==> config.mk <==
export PLATFORM = sky130hd
export DESIGN_NAME = pioc_port_cfg
export DESIGN_NICKNAME = d
export VERILOG_FILES = /design/src/pioc_pkg.sv /design/src/pioc_port_cfg.sv
export VERILOG_INCLUDE_DIRS = /design/src /design/src/src
export SDC_FILE = /design/constraint.sdc
export NUM_CORES = 1
export LEC_CHECK = 0
export BUFFER_PORTS_ARGS = -buffer_cell sky130_fd_sc_hd__buf_2
export CAP_MARGIN = 20
export CORE_MARGIN = 3
export CORE_UTILIZATION = 59
export DETAILED_ROUTE_END_ITERATION = 16
export PLACE_DENSITY = 0.93
export SLEW_MARGIN = 20
export SYNTH_ARGS = -nofsm -noshare
export SYNTH_HDL_FRONTEND = slang
export SYNTH_SLANG_ARGS = --single-unit
==> constraint.sdc <==
create_clock -name sys_clk -period 4.7 [get_ports sys_clk]
set_clock_uncertainty 0.15 [all_clocks]
set_input_delay 0.705 -clock sys_clk [delete_from_list [all_inputs] [get_ports sys_clk]]
set_output_delay 0.705 -clock sys_clk [all_outputs]
set_load 0.005 [all_outputs]
==> src/pioc_map.svh <==
// register offsets, field masks and reset values of the port configuration block
`ifndef PIOC_MAP_SVH
`define PIOC_MAP_SVH
`define PIOC_OFS_PA_ANSEL   4'h0
`define PIOC_OFS_PA_DIR     4'h1
`define PIOC_OFS_PA_LAT     4'h2
`define PIOC_OFS_PA_ODC     4'h3
`define PIOC_OFS_PA_PORT    4'h4
`define PIOC_OFS_PB_ANSEL   4'h8
`define PIOC_OFS_PB_DIR     4'h9
`define PIOC_OFS_PB_LAT     4'ha
`define PIOC_OFS_PB_ODC     4'hb
`define PIOC_OFS_PB_PORT    4'hc
`define PIOC_PA_ANS_MASK    16'h06c0
`define PIOC_PA_ANS_MASK_SM 16'h0040
`define PIOC_PB_ANS_MASK    16'hffff
`define PIOC_RST_ANS        16'hffff
`define PIOC_RST_DIR        16'hffff
`define PIOC_RST_ZERO       16'h0000
`define PIOC_RD_ZERO        32'h0000_0000
`define PIOC_RST_WAIT       1'b1
`endif

==> src/pioc_pkg.sv <==
// types shared by the port configuration block
package pioc_pkg;
  typedef logic [15:0] pioc_word_t;
  // configuration of one 16-bit port
  typedef struct packed {
    pioc_word_t ansel;
    pioc_word_t dir;
    pioc_word_t lat;
    pioc_word_t odc;
  } pioc_port_cfg_t;
  // avalon request bundle
  typedef struct packed {
    logic [5:0]  address;
    logic        read;
    logic        write;
    logic [3:0]  byteenable;
    logic [31:0] writedata;
  } pioc_av_req_t;
  typedef enum logic [0:0] {PIOC_IDLE, PIOC_DONE} pioc_bus_st_t;
endpackage

==> src/pioc_port_cfg.sv <==
// two-port pin configuration block with analog select, open drain and port read
//
// Register access over Avalon-MM and the register offsets were chosen for this implementation.
`timescale 1ns/1ps
`include "pioc_map.svh"

// register words, one 16-bit register in the low half of each 32-bit word:
//   word 0  port A analog select     word 8  port B analog select
//   word 1  port A direction         word 9  port B direction
//   word 2  port A output latch      word 10 port B output latch
//   word 3  port A open drain        word 11 port B open drain
//   word 4  port A pin read          word 12 port B pin read
// direction one means input and resets to one, so every pin starts released;
// latch and open drain reset to zero. writes to the pin-read words and to
// unmapped words are dropped, reads of unmapped words give zero.
// each access costs two edges: the request is taken on the first, waitrequest
// is low for the second. pins reach the read path two edges after they move.

// Notes on behaviour
// - each pin has its own open-drain bit turning push-pull into open-drain.
// - one analog-select bit per analog pin alone picks analog or digital mode.
// - port reads return zero for every pin configured as analog.
// - analog-select one means analog and read disabled; zero means digital, read enabled.
// - port A analog-select implements bits 10-9 and 7-6 only, reset to one.
// - small package lacks port A analog-select bits 10, 9 and 7.
// - port B analog-select implements all sixteen bits, read/write, reset to one.
module pioc_port_cfg
  import pioc_pkg::*;
#(
  parameter bit SMALL_PKG = 1'b0
) (
  // clock and reset
  input  wire logic        sys_clk,
  input  wire logic        rst_b,
  // avalon-mm slave
  input  wire logic [5:0]  avs_address,
  input  wire logic        avs_read,
  input  wire logic        avs_write,
  input  wire logic [3:0]  avs_byteenable,
  input  wire logic [31:0] avs_writedata,
  output logic      [31:0] avs_readdata,
  output logic             avs_waitrequest,
  // port A pins
  input  wire logic [15:0] pa_pin_in,
  output logic      [15:0] pa_pin_out,
  output logic      [15:0] pa_pin_oe_b,
  output logic      [15:0] pa_analog_select,
  // port B pins
  input  wire logic [15:0] pb_pin_in,
  output logic      [15:0] pb_pin_out,
  output logic      [15:0] pb_pin_oe_b,
  output logic      [15:0] pb_analog_select
);

  // implemented analog-select bits of port A; the smaller package keeps only bit 6,
  // so a write of ones to the missing positions reads back as zero there and
  // those pins stay digital for drive and read
  localparam pioc_word_t PA_MASK = SMALL_PKG ? `PIOC_PA_ANS_MASK_SM : `PIOC_PA_ANS_MASK;

  pioc_av_req_t   req;
  pioc_port_cfg_t pa_r, pa_nxt, pb_r, pb_nxt;
  pioc_bus_st_t   st_r, st_nxt;
  logic [31:0]    rdata_r, rdata_nxt;
  pioc_word_t     pa_sync1_r, pa_sync2_r, pb_sync1_r, pb_sync2_r;
  pioc_word_t     pa_sync1_nxt, pa_sync2_nxt, pb_sync1_nxt, pb_sync2_nxt;
  logic           wait_r, wait_nxt;
  pioc_word_t     pa_out_r, pa_out_nxt, pa_oe_r, pa_oe_nxt;
  pioc_word_t     pb_out_r, pb_out_nxt, pb_oe_r, pb_oe_nxt;
  pioc_word_t     wmask, wdata;
  pioc_word_t     pa_port_rd, pb_port_rd;

  assign req = '{address: avs_address, read: avs_read, write: avs_write,
                 byteenable: avs_byteenable, writedata: avs_writedata};

  // two-stage synchroniser; nothing but the second stage reads the first.
  // pins are taken as synchronous, but the two stages still set the read latency
  // that software covers with one idle instruction after a direction change
  always_comb begin
    pa_sync1_nxt = pa_pin_in;
    pa_sync2_nxt = pa_sync1_r;
    pb_sync1_nxt = pb_pin_in;
    pb_sync2_nxt = pb_sync1_r;
  end

  always_ff @(posedge sys_clk or negedge rst_b) begin
    if (!rst_b) begin
      pa_sync1_r <= `PIOC_RST_ZERO;
      pa_sync2_r <= `PIOC_RST_ZERO;
      pb_sync1_r <= `PIOC_RST_ZERO;
      pb_sync2_r <= `PIOC_RST_ZERO;
    end else begin
      pa_sync1_r <= pa_sync1_nxt;
      pa_sync2_r <= pa_sync2_nxt;
      pb_sync1_r <= pb_sync1_nxt;
      pb_sync2_r <= pb_sync2_nxt;
    end
  end

  // analog pins gate the read path to zero
  assign pa_port_rd = pa_sync2_r & ~pa_r.ansel;
  assign pb_port_rd = pb_sync2_r & ~pb_r.ansel;

  // byte enables of the low half word; upper lanes hold nothing, so a write
  // with only lanes 2 and 3 enabled is taken and answered but changes nothing
  assign wmask = {{8{req.byteenable[1]}}, {8{req.byteenable[0]}}};
  assign wdata = req.writedata[15:0];

  // bus slave: one wait cycle then the answer, so every access takes two edges.
  // a request is taken only in idle, so a master that holds read or write high
  // through the answer cycle is not served twice; the pin-read words are built
  // from the synchroniser output and the analog mask of the same edge
  always_comb begin
    pa_nxt    = pa_r;
    pb_nxt    = pb_r;
    st_nxt    = st_r;
    rdata_nxt = rdata_r;
    case (st_r)
      PIOC_IDLE: begin
        if (req.read || req.write) begin
          st_nxt    = PIOC_DONE;
          rdata_nxt = `PIOC_RD_ZERO;
          if (req.write) begin
            // byte-lane merge; the select words are clipped to the implemented bits
            case (req.address[5:2])
              `PIOC_OFS_PA_ANSEL: begin
                pa_nxt.ansel = ((pa_r.ansel & ~wmask) | (wdata & wmask)) & PA_MASK;
              end
              `PIOC_OFS_PA_DIR:   pa_nxt.dir = (pa_r.dir & ~wmask) | (wdata & wmask);
              `PIOC_OFS_PA_LAT:   pa_nxt.lat = (pa_r.lat & ~wmask) | (wdata & wmask);
              `PIOC_OFS_PA_ODC:   pa_nxt.odc = (pa_r.odc & ~wmask) | (wdata & wmask);
              `PIOC_OFS_PB_ANSEL: begin
                pb_nxt.ansel = ((pb_r.ansel & ~wmask) | (wdata & wmask)) & `PIOC_PB_ANS_MASK;
              end
              `PIOC_OFS_PB_DIR:   pb_nxt.dir = (pb_r.dir & ~wmask) | (wdata & wmask);
              `PIOC_OFS_PB_LAT:   pb_nxt.lat = (pb_r.lat & ~wmask) | (wdata & wmask);
              `PIOC_OFS_PB_ODC:   pb_nxt.odc = (pb_r.odc & ~wmask) | (wdata & wmask);
              default: ; // unmapped and pin-read words are dropped
            endcase
          end else begin
            // registers read back as stored; pin reads see analog pins as zero
            case (req.address[5:2])
              `PIOC_OFS_PA_ANSEL: rdata_nxt = {16'h0000, pa_r.ansel};
              `PIOC_OFS_PA_DIR:   rdata_nxt = {16'h0000, pa_r.dir};
              `PIOC_OFS_PA_LAT:   rdata_nxt = {16'h0000, pa_r.lat};
              `PIOC_OFS_PA_ODC:   rdata_nxt = {16'h0000, pa_r.odc};
              `PIOC_OFS_PA_PORT:  rdata_nxt = {16'h0000, pa_port_rd};
              `PIOC_OFS_PB_ANSEL: rdata_nxt = {16'h0000, pb_r.ansel};
              `PIOC_OFS_PB_DIR:   rdata_nxt = {16'h0000, pb_r.dir};
              `PIOC_OFS_PB_LAT:   rdata_nxt = {16'h0000, pb_r.lat};
              `PIOC_OFS_PB_ODC:   rdata_nxt = {16'h0000, pb_r.odc};
              `PIOC_OFS_PB_PORT:  rdata_nxt = {16'h0000, pb_port_rd};
              default:            rdata_nxt = `PIOC_RD_ZERO; // unmapped reads give zero
            endcase
          end
        end
      end
      PIOC_DONE: st_nxt = PIOC_IDLE;
      default:   st_nxt = PIOC_IDLE;
    endcase
    // waitrequest is registered so the bus sees a clean flop output; it drops
    // in the cycle after the request is taken and rises again one cycle later
    wait_nxt = (st_nxt == PIOC_IDLE);
  end

  // register file and bus state
  always_ff @(posedge sys_clk or negedge rst_b) begin
    if (!rst_b) begin
      // every implemented select bit comes up analog; the mask follows the package
      pa_r    <= '{ansel: `PIOC_RST_ANS & PA_MASK, dir: `PIOC_RST_DIR, lat: `PIOC_RST_ZERO,
                   odc: `PIOC_RST_ZERO};
      pb_r    <= '{ansel: `PIOC_RST_ANS, dir: `PIOC_RST_DIR, lat: `PIOC_RST_ZERO, odc: `PIOC_RST_ZERO};
      st_r    <= PIOC_IDLE;
      rdata_r <= `PIOC_RD_ZERO;
      wait_r  <= `PIOC_RST_WAIT;
    end else begin
      pa_r    <= pa_nxt;
      pb_r    <= pb_nxt;
      st_r    <= st_nxt;
      rdata_r <= rdata_nxt;
      wait_r  <= wait_nxt;
    end
  end

  // pin drivers: open drain only drops the high drive, the latch still steers low.
  // driven only when the direction bit says output and the select bit says digital;
  // with open drain and a latch one the pin is let go to the outside pull-up.
  // the drive lags a register write by one edge, which software covers anyway
  always_comb begin
    pa_out_nxt = pa_r.lat;
    pb_out_nxt = pb_r.lat;
    // an analog pin or an input never drives
    pa_oe_nxt  = ~(~pa_r.dir & ~(pa_r.ansel & PA_MASK) & ~(pa_r.odc & pa_r.lat));
    pb_oe_nxt  = ~(~pb_r.dir & ~pb_r.ansel & ~(pb_r.odc & pb_r.lat));
  end

  // pin drive registers; reset leaves every pin released
  always_ff @(posedge sys_clk or negedge rst_b) begin
    if (!rst_b) begin
      pa_out_r <= `PIOC_RST_ZERO;
      pb_out_r <= `PIOC_RST_ZERO;
      pa_oe_r  <= `PIOC_RST_DIR;
      pb_oe_r  <= `PIOC_RST_DIR;
    end else begin
      pa_out_r <= pa_out_nxt;
      pb_out_r <= pb_out_nxt;
      pa_oe_r  <= pa_oe_nxt;
      pb_oe_r  <= pb_oe_nxt;
    end
  end

  // every output comes straight from a register
  assign pa_pin_out       = pa_out_r;
  assign pa_pin_oe_b      = pa_oe_r;
  assign pb_pin_out       = pb_out_r;
  assign pb_pin_oe_b      = pb_oe_r;
  assign pa_analog_select = pa_r.ansel;
  assign pb_analog_select = pb_r.ansel;
  assign avs_readdata     = rdata_r;
  assign avs_waitrequest  = wait_r; // high until the answer cycle
endmodule

## Word-level counts from Yosys, hierarchy flattened

Index checks and enable logic that the tools add are counted.

- Input bits: 78
- Flip-flop bits (word level): 278
- Word-level logic and storage cells: 79
- Output and inout port bits: 129

- Bitwise gates (word level): 36
- Equal/unequal tests: 9
- Reductions and logical operators: 11
- Muxes and demuxes: 4

Operator list:

| kind | count |
|---|---|
| $and A16 B16 Y16 | 16 |
| $pmux W16 S10 | 1 |
| $not A16 Y16 | 8 |
| $or A16 B16 Y16 | 7 |
| $reduce_and A4 Y1 | 8 |
| $eq A4 B4 Y1 const B | 5 |
| $mux W16 | 1 |
| $not A11 Y16 | 1 |
| $and A11 B11 Y11 | 1 |
| $or A11 B11 Y11 | 1 |
| $eq A4 B2 Y1 const B | 2 |
| $eq A4 B1 Y1 const B | 1 |
| $eq A4 B3 Y1 const B | 1 |
| $logic_not A4 Y1 | 1 |
| $not A1 Y1 | 2 |
| $pmux W1 S2 | 1 |
| $reduce_and A2 Y1 | 1 |
| $logic_or A1 B1 Y1 | 1 |
| $mux W1 | 1 |

## Logic depth before layout (Yosys ltp)

Gate-level depths: netlist of run 1.

- Depth in word-level cells: 4
- Mapped depth: 8
- Gate-level depth less buffers: 5

## Least setup slack after synthesis of run 1

No wires, ideal clock.

- Path type: in2reg
- Start point: input port avs_address[5]
- End point: register (tool-made name)
- Path slack: 2.505 ns
- Data required time: 4.425 ns
- Cell stages on the path: 5
- Data arrival time: 1.920 ns
- Buffers on the path: 1
- Setup time: 0.125 ns
- Cell sequence: buf_6 > inv_1 > nand4_1 > nor2_2 > mux2_2

RTL lines:

| element | line | source |
|---|---|---|
| start: declaration | pioc_port_cfg.sv:36 | `input wire logic [5:0] avs_address,` |

## Worst setup path after layout of run 1

- Start point: input port avs_address[4]
- End point: register rdata_r[3], in the netlist avs_readdata[3]

- Cells in the longest elaborated chain, start to end: 3
- Elaborated cells between the ends (all ways): 12
- Classes of those cells: eq/ne (9); mux (2); reduce/logical (1)

RTL lines:

| element | line | source |
|---|---|---|
| $eq A4 B4 Y1, or another cell as far along | pioc_port_cfg.sv:141 | `case (req.address[5:2])` |
| $pmux W16 S10 * | pioc_port_cfg.sv:141 |  |
| $mux W16 * | pioc_port_cfg.sv:122 | `if (req.write) begin` |
| end signal: assignment | pioc_port_cfg.sv:173 | `` rdata_r <= `PIOC_RD_ZERO; `` |
| end signal: assignment | pioc_port_cfg.sv:179 | `rdata_r <= rdata_nxt;` |
| end: declaration | pioc_port_cfg.sv:63 | `logic [31:0] rdata_r, rdata_nxt;` |

Every way passes the cells marked *; elsewhere a longest branch is shown, timed or not.
A chain may end at the register's enable or synchronous reset.

==> reports/qor.yml, run 1 <==
cts_sinks: 262
placement.io_buffers: 158
initial_core_util_pct: 61.4
crit_slowest_cell: "nand2_1"
ctsHoldBuffers: 0
synth_top_area_share_pct: 42.6
required_ns: 4.93
gp_congestion: 0.896
critPathBufInv: 2
firstDrtPassIters: 6
slew_headroom_pct: 18.0
synth-edff-count: 0
grt_max_degree: 145
path_max_fanout: 24
avgSynthCellArea_sq_um: 14.5
finalPower_mw: 5.84
drv_cap: 0
grt_overflow: 0
min_period_ns: 2.72
io_pins: 207
antenna_found_initial: 1
multi_input_area_sq_um: 3330
grt_pass1_wl_microns: 40200
report.final.slew_viol_count: 0
areaGrowthSynthToFinish_pct: 16.6
wire_per_inst_microns: 23.6
path_cells: "buf_2 -> clkinv_1 -> nand2_1 -> o32ai_1 -> a2111oi_0 -> o21ai_0"
fill_cells: 1072
cts-root-buf: "clkbuf_16"
grt_pass1_vias: 6975
hpwl_microns: 17000
routed_wirelength_microns: 26300
syn_area_sq_um: 10400
p_per_area_nw_per_um2: 482
grt.total_usage_pct: 26.4
synth_top_area_cell: "dfrtp_1"
rsz0062_at_grt: "no"
critPathMaxStageDelay_ns: 0.52
fin_setup_tns_ns: 0
via_count: 6808
power.static_leakage_nw: 5.84
yosysWarnings: 0
die_h_microns: 139
cp-end-kind: "flip-flop"
ys_async_sr_fraction_pct: 100
nets: 949
critPathLaunchType: "input port"
die-area_sq_um: 19300
peakVddDrop_uv: 339
outcome: "finished, final reports clean"
rows: 47
synth_seq_cells: 262
synthCells: 717
fp.dieW_microns: 139
hold_violations: 0
ys_types: 61
critPathKind: "input port to flip-flop"
seq_area_frac_synth_pct: 64.1
fin_cells: 1111
drc: 0
antenna_cells: 0
synth_area_leaders: "dfrtp_1, dfstp_2, mux2_2"
ant_nets: 0
worstPathArrival_ns: 2.95
worstMarginPinSlew_ns: 1.23
h-tree-depth: 1
hold_path.class: "input port to flip-flop"
cts_tree: "built"
coreArea_sq_um: 16900
cp_top_family: "buffers and inverters"
period_share_pct: 58.0
drive_gt1_share_pct: 49.6
synth_flop_cell: "dfrtp_1"
post_cts_buffers: 0
cts.path.max_buffers: 3
place_inst: 1061
fmax_ghz: 0.367
post_cts_resized: 0
clk_latency_ns: 0.52
regArea_sq_um: 6660
drt_iter0_drc: 805
cts.clk_slew.worst_paths_ns: 0.07
vias_per_cell: 6.13
cts_made_buffers: 26
finalSetupViolCount: 0
==> worst reg2reg max path: stages, from the launching register on <==
cell and delay (ns):
dfrtp_1 0.41, nor2_1 0.31, nand4_1 0.32, nor2_2 0.60, mux2_2 0.41
==> kinds of logic (layout without fill, tap and decap cells) <==
family	after synthesis	after routing	synth area share, %
compound gates	121	121	8.88
mux	145	145	15.6
simple gates	114	114	6.52
flops	262	262	64.1
other cells	1	28	0.0361
buf+inv	74	221	4.92
==> worst paths after layout <==
kind | to | start | depth (start not counted) | slack, ns
max | avs_readdata[3] | avs_address[4] | 6 | 1.98
min | pa_sync1_r[4] | pa_pin_in[4] | 1 | 0.14
max reg2reg | flip-flop | st_r | 4 | 2.38
min reg2reg | pb_sync2_r[5] | pb_sync1_r[5] | 0 | 0.19
max in group asynchronous | pb_pin_oe_b[12] | rst_b | 4 | 2.72
min in group asynchronous | avs_readdata[0] | rst_b | 2 | 0.49
==> synth_stat cells (5+ instances only) <==
| cell type | instances |
|---|---|
| dfrtp_1 | 177 |
| mux2_2 | 122 |
| dfstp_2 | 85 |
| buf_4 | 50 |
| nand2_1 | 24 |
| a211o_1 | 22 |
| mux2i_1 | 21 |
| o21ai_0 | 17 |
| a22oi_1 | 16 |
| nor2_1 | 14 |
| a21o_1 | 12 |
| nand3b_1 | 12 |
| nor3b_1 | 9 |
| nand2_2 | 8 |
| buf_2 | 7 |
| clkbuf_1 | 7 |
| nor2b_1 | 7 |
| o22ai_1 | 7 |
| nand3_1 | 6 |
| a211oi_1 | 5 |
| a22o_1 | 5 |
| a31oi_1 | 5 |
| a32o_1 | 5 |
| buf_6 | 5 |
| nor2_2 | 5 |
==> placed cells by master, fill, tap and decap left out, types with 17 or more instances in the layout <==
cell type / instances
conb_1: 28
mux2i_1: 21
nand2_1: 24
dfstp_2: 85
o21ai_0: 17
clkbuf_16: 27
buf_2: 157
dfrtp_1: 177
mux2_2: 122
a211o_1: 22
==> per-stage QoR <==
| stage | util, % | instance area (sq um) | worst slack (ns) | hold slack, ns |
|---|---|---|---|---|
| after floorplan | - | 10500 | 2.51 | 0.181 |
| after global placement | 65.9 | 11200 | 1.70 | 0.183 |
| after detailed placement | 65.9 | 11200 | 1.60 | 0.185 |
| after CTS | 71.4 | 12100 | 2.13 | 0.127 |
| after global routing | 71.6 | 12100 | 1.91 | 0.118 |
| final | 71.6 | 12100 | 1.98 | 0.138 |
==> routing by layer <==
metal / vias up / GRT usage (%) / part of all wire, %
li1: 2850 / - / -
met5: - / 0 / 0.049
met4: 2 / 11.7 / 4.1
met2: 446 / 41.5 / 48
met1: 3417 / 35.2 / 38
met3: 93 / 6.90 / 10
==> cell type report <==
class / instances / area share, %
clock buffer: 40 / 6.55
clock inverter: 8 / 1.18
inverter: 5 / 0.155
multi-input combinational: 408 / 27.4
sequential: 262 / 54.9
tap: 220 / 2.27
timing repair buffer: 168 / 7.51
==> power by group <==
part	internal [mW]	leakage, nW	switching, mW	total (mW)
Sequential	2.68	3.13	0.222	2.90
Clock	1.38	0.459	0.841	2.22
Combinational	0.369	2.25	0.348	0.717
Power figures use the tool's default switching activity.
==> run 2, diff against run 1 <==
--- a/config.mk
+++ b/config.mk
@@ -9,9 +9,9 @@
 export BUFFER_PORTS_ARGS = -buffer_cell sky130_fd_sc_hd__buf_2
 export CAP_MARGIN = 20
 export CORE_MARGIN = 3
-export CORE_UTILIZATION = 59
+export CORE_UTILIZATION = 55
 export DETAILED_ROUTE_END_ITERATION = 16
-export PLACE_DENSITY = 0.93
+export PLACE_DENSITY = 0.88
 export SLEW_MARGIN = 20
 export SYNTH_ARGS = -nofsm -noshare
 export SYNTH_HDL_FRONTEND = slang
==> constraint.sdc (replaced) <==
create_clock -name sys_clk -period 2.8 [get_ports sys_clk]
set_clock_uncertainty 0.15 [all_clocks]
set_input_delay 0.42 -clock sys_clk [delete_from_list [all_inputs] [get_ports sys_clk]]
set_output_delay 0.42 -clock sys_clk [all_outputs]
set_load 0.005 [all_outputs]
==> reports/qor.yml, run 2 (same netlist as run 1, synthesis figures left out) <==
outcome: "finished, final reports clean"
power.static_leakage_nw: 6.03
placement.io_buffers: 158
peakVddDrop_uv: 448
coreArea_sq_um: 18300
routed_wirelength_microns: 26600
fmax_ghz: 0.473
regArea_sq_um: 6660
grt_overflow: 0
via_count: 6987
h-tree-depth: 1
hp-start: "avs_writedata[13]"
antenna_cells: 0
critPathKind: "flip-flop to flip-flop"
gp_congestion: 0.937
r2r_cells: 4
hold_violations: 0
layout_common_cells: "dfrtp_1, buf_2, mux2_2"
cts.path.max_buffers: 3
vias_per_cell: 5.94
mostFrequentLayoutCell: "dfrtp_1"
finalSetupViolCount: 0
firstDrtPassIters: 5
critPathLaunchType: "flip-flop"
cts_sinks: 262
report.final.slew_viol_count: 0
hpwl_microns: 17900
multi_input_area_sq_um: 3330
finalPower_mw: 9.34
wire_per_inst_microns: 22.6
io_pins: 207
post_cts_resized: 0
required_ns: 3.10
nets: 1007
fin_setup_tns_ns: 0
path_max_fanout: 8
areaGrowthSynthToFinish_pct: 20.3
grt_pass1_vias: 7371
place_inst: 1097
fill_cells: 1246
drt_iter0_drc: 770
min_period_ns: 2.11
grt_max_degree: 82
ant_nets: 0
hold_ws_ns: 0.0743
cts.clk_slew.worst_paths_ns: 0.07
cts_tree: "built"
period_share_pct: 75.5
fp.dieW_microns: 144
hold_path.class: "input port to flip-flop"
drc: 0
reg2reg_slack_ns: 0.69
die_h_microns: 144
clk_latency_ns: 0.53
worstMarginPinSlew_ns: 0.596
rsz0062_at_grt: "no"
antenna_found_initial: 1
rows: 49
fin_cells: 1177
drive_gt1_share_pct: 49.2
drv_cap: 0
ctsHoldBuffers: 33
slew_headroom_pct: 60.3
cts_made_buffers: 26
p_per_area_nw_per_um2: 747
reg2reg_from: "st_r"
cp-end-kind: "flip-flop"
post-route-util_pct: 68.5
worstPathArrival_ns: 2.42
die-area_sq_um: 20600
post_cts_buffers: 0
grt.total_usage_pct: 25.9
grt_pass1_wl_microns: 41000
cts-root-buf: "clkbuf_16"
initial_core_util_pct: 56.9
min_path_cells: 2
==> run 2: how the worst max path moves through the flow <==
stage,from,endpoint,slack (ns),cells past startpoint
final,st_r,flip-flop,0.69,4
after global routing,st_r,flip-flop,0.62,5
after CTS,st_r,flip-flop,0.73,4
after detailed placement,avs_address[5],avs_readdata[3],0.32,6
after global placement,avs_address[2],avs_readdata[6],0.39,7
after floorplan,avs_address[5],flip-flop,0.89,5
==> run 2: power by group <==
group          total (mW)  internal, mW  switching (mW)
Clock                3.21          1.82            1.39
Combinational        1.26         0.663           0.594
Sequential           4.88          4.50           0.374
==> run 2: layout make-up <==
cell class	instances	area share [%]
tap	229	2.29
timing repair buffer	226	11.3
multi-input combinational	408	26.6
sequential	262	53.3
inverter	5	0.150
clock buffer	36	5.83
clock inverter	11	0.510
==> run 2: critical path, cell delays in order, from the launching register on <==
cell,delay [ns]
dfrtp_1,0.41
nor2_1,0.26
nand4_1,0.31
nor2_2,0.51
mux2_2,0.40
==> run 2: per-stage QoR <==
stage / cell area, sq um / setup WS (ns)
finish: 12500 / 0.685
global route: 12500 / 0.622
CTS: 12500 / 0.731
detailed placement: 11400 / 0.315
global placement: 11400 / 0.388
floorplan: 10500 / 0.890
==> run 2: metal layers <==
layer	vias up	wire (microns)	GRT usage, %
li1	2967	-	-
met1	3533	10300	34.1
met2	400	12600	41.1
met3	85	2570	6.92
met4	2	1130	11.0
met5	-	13	0
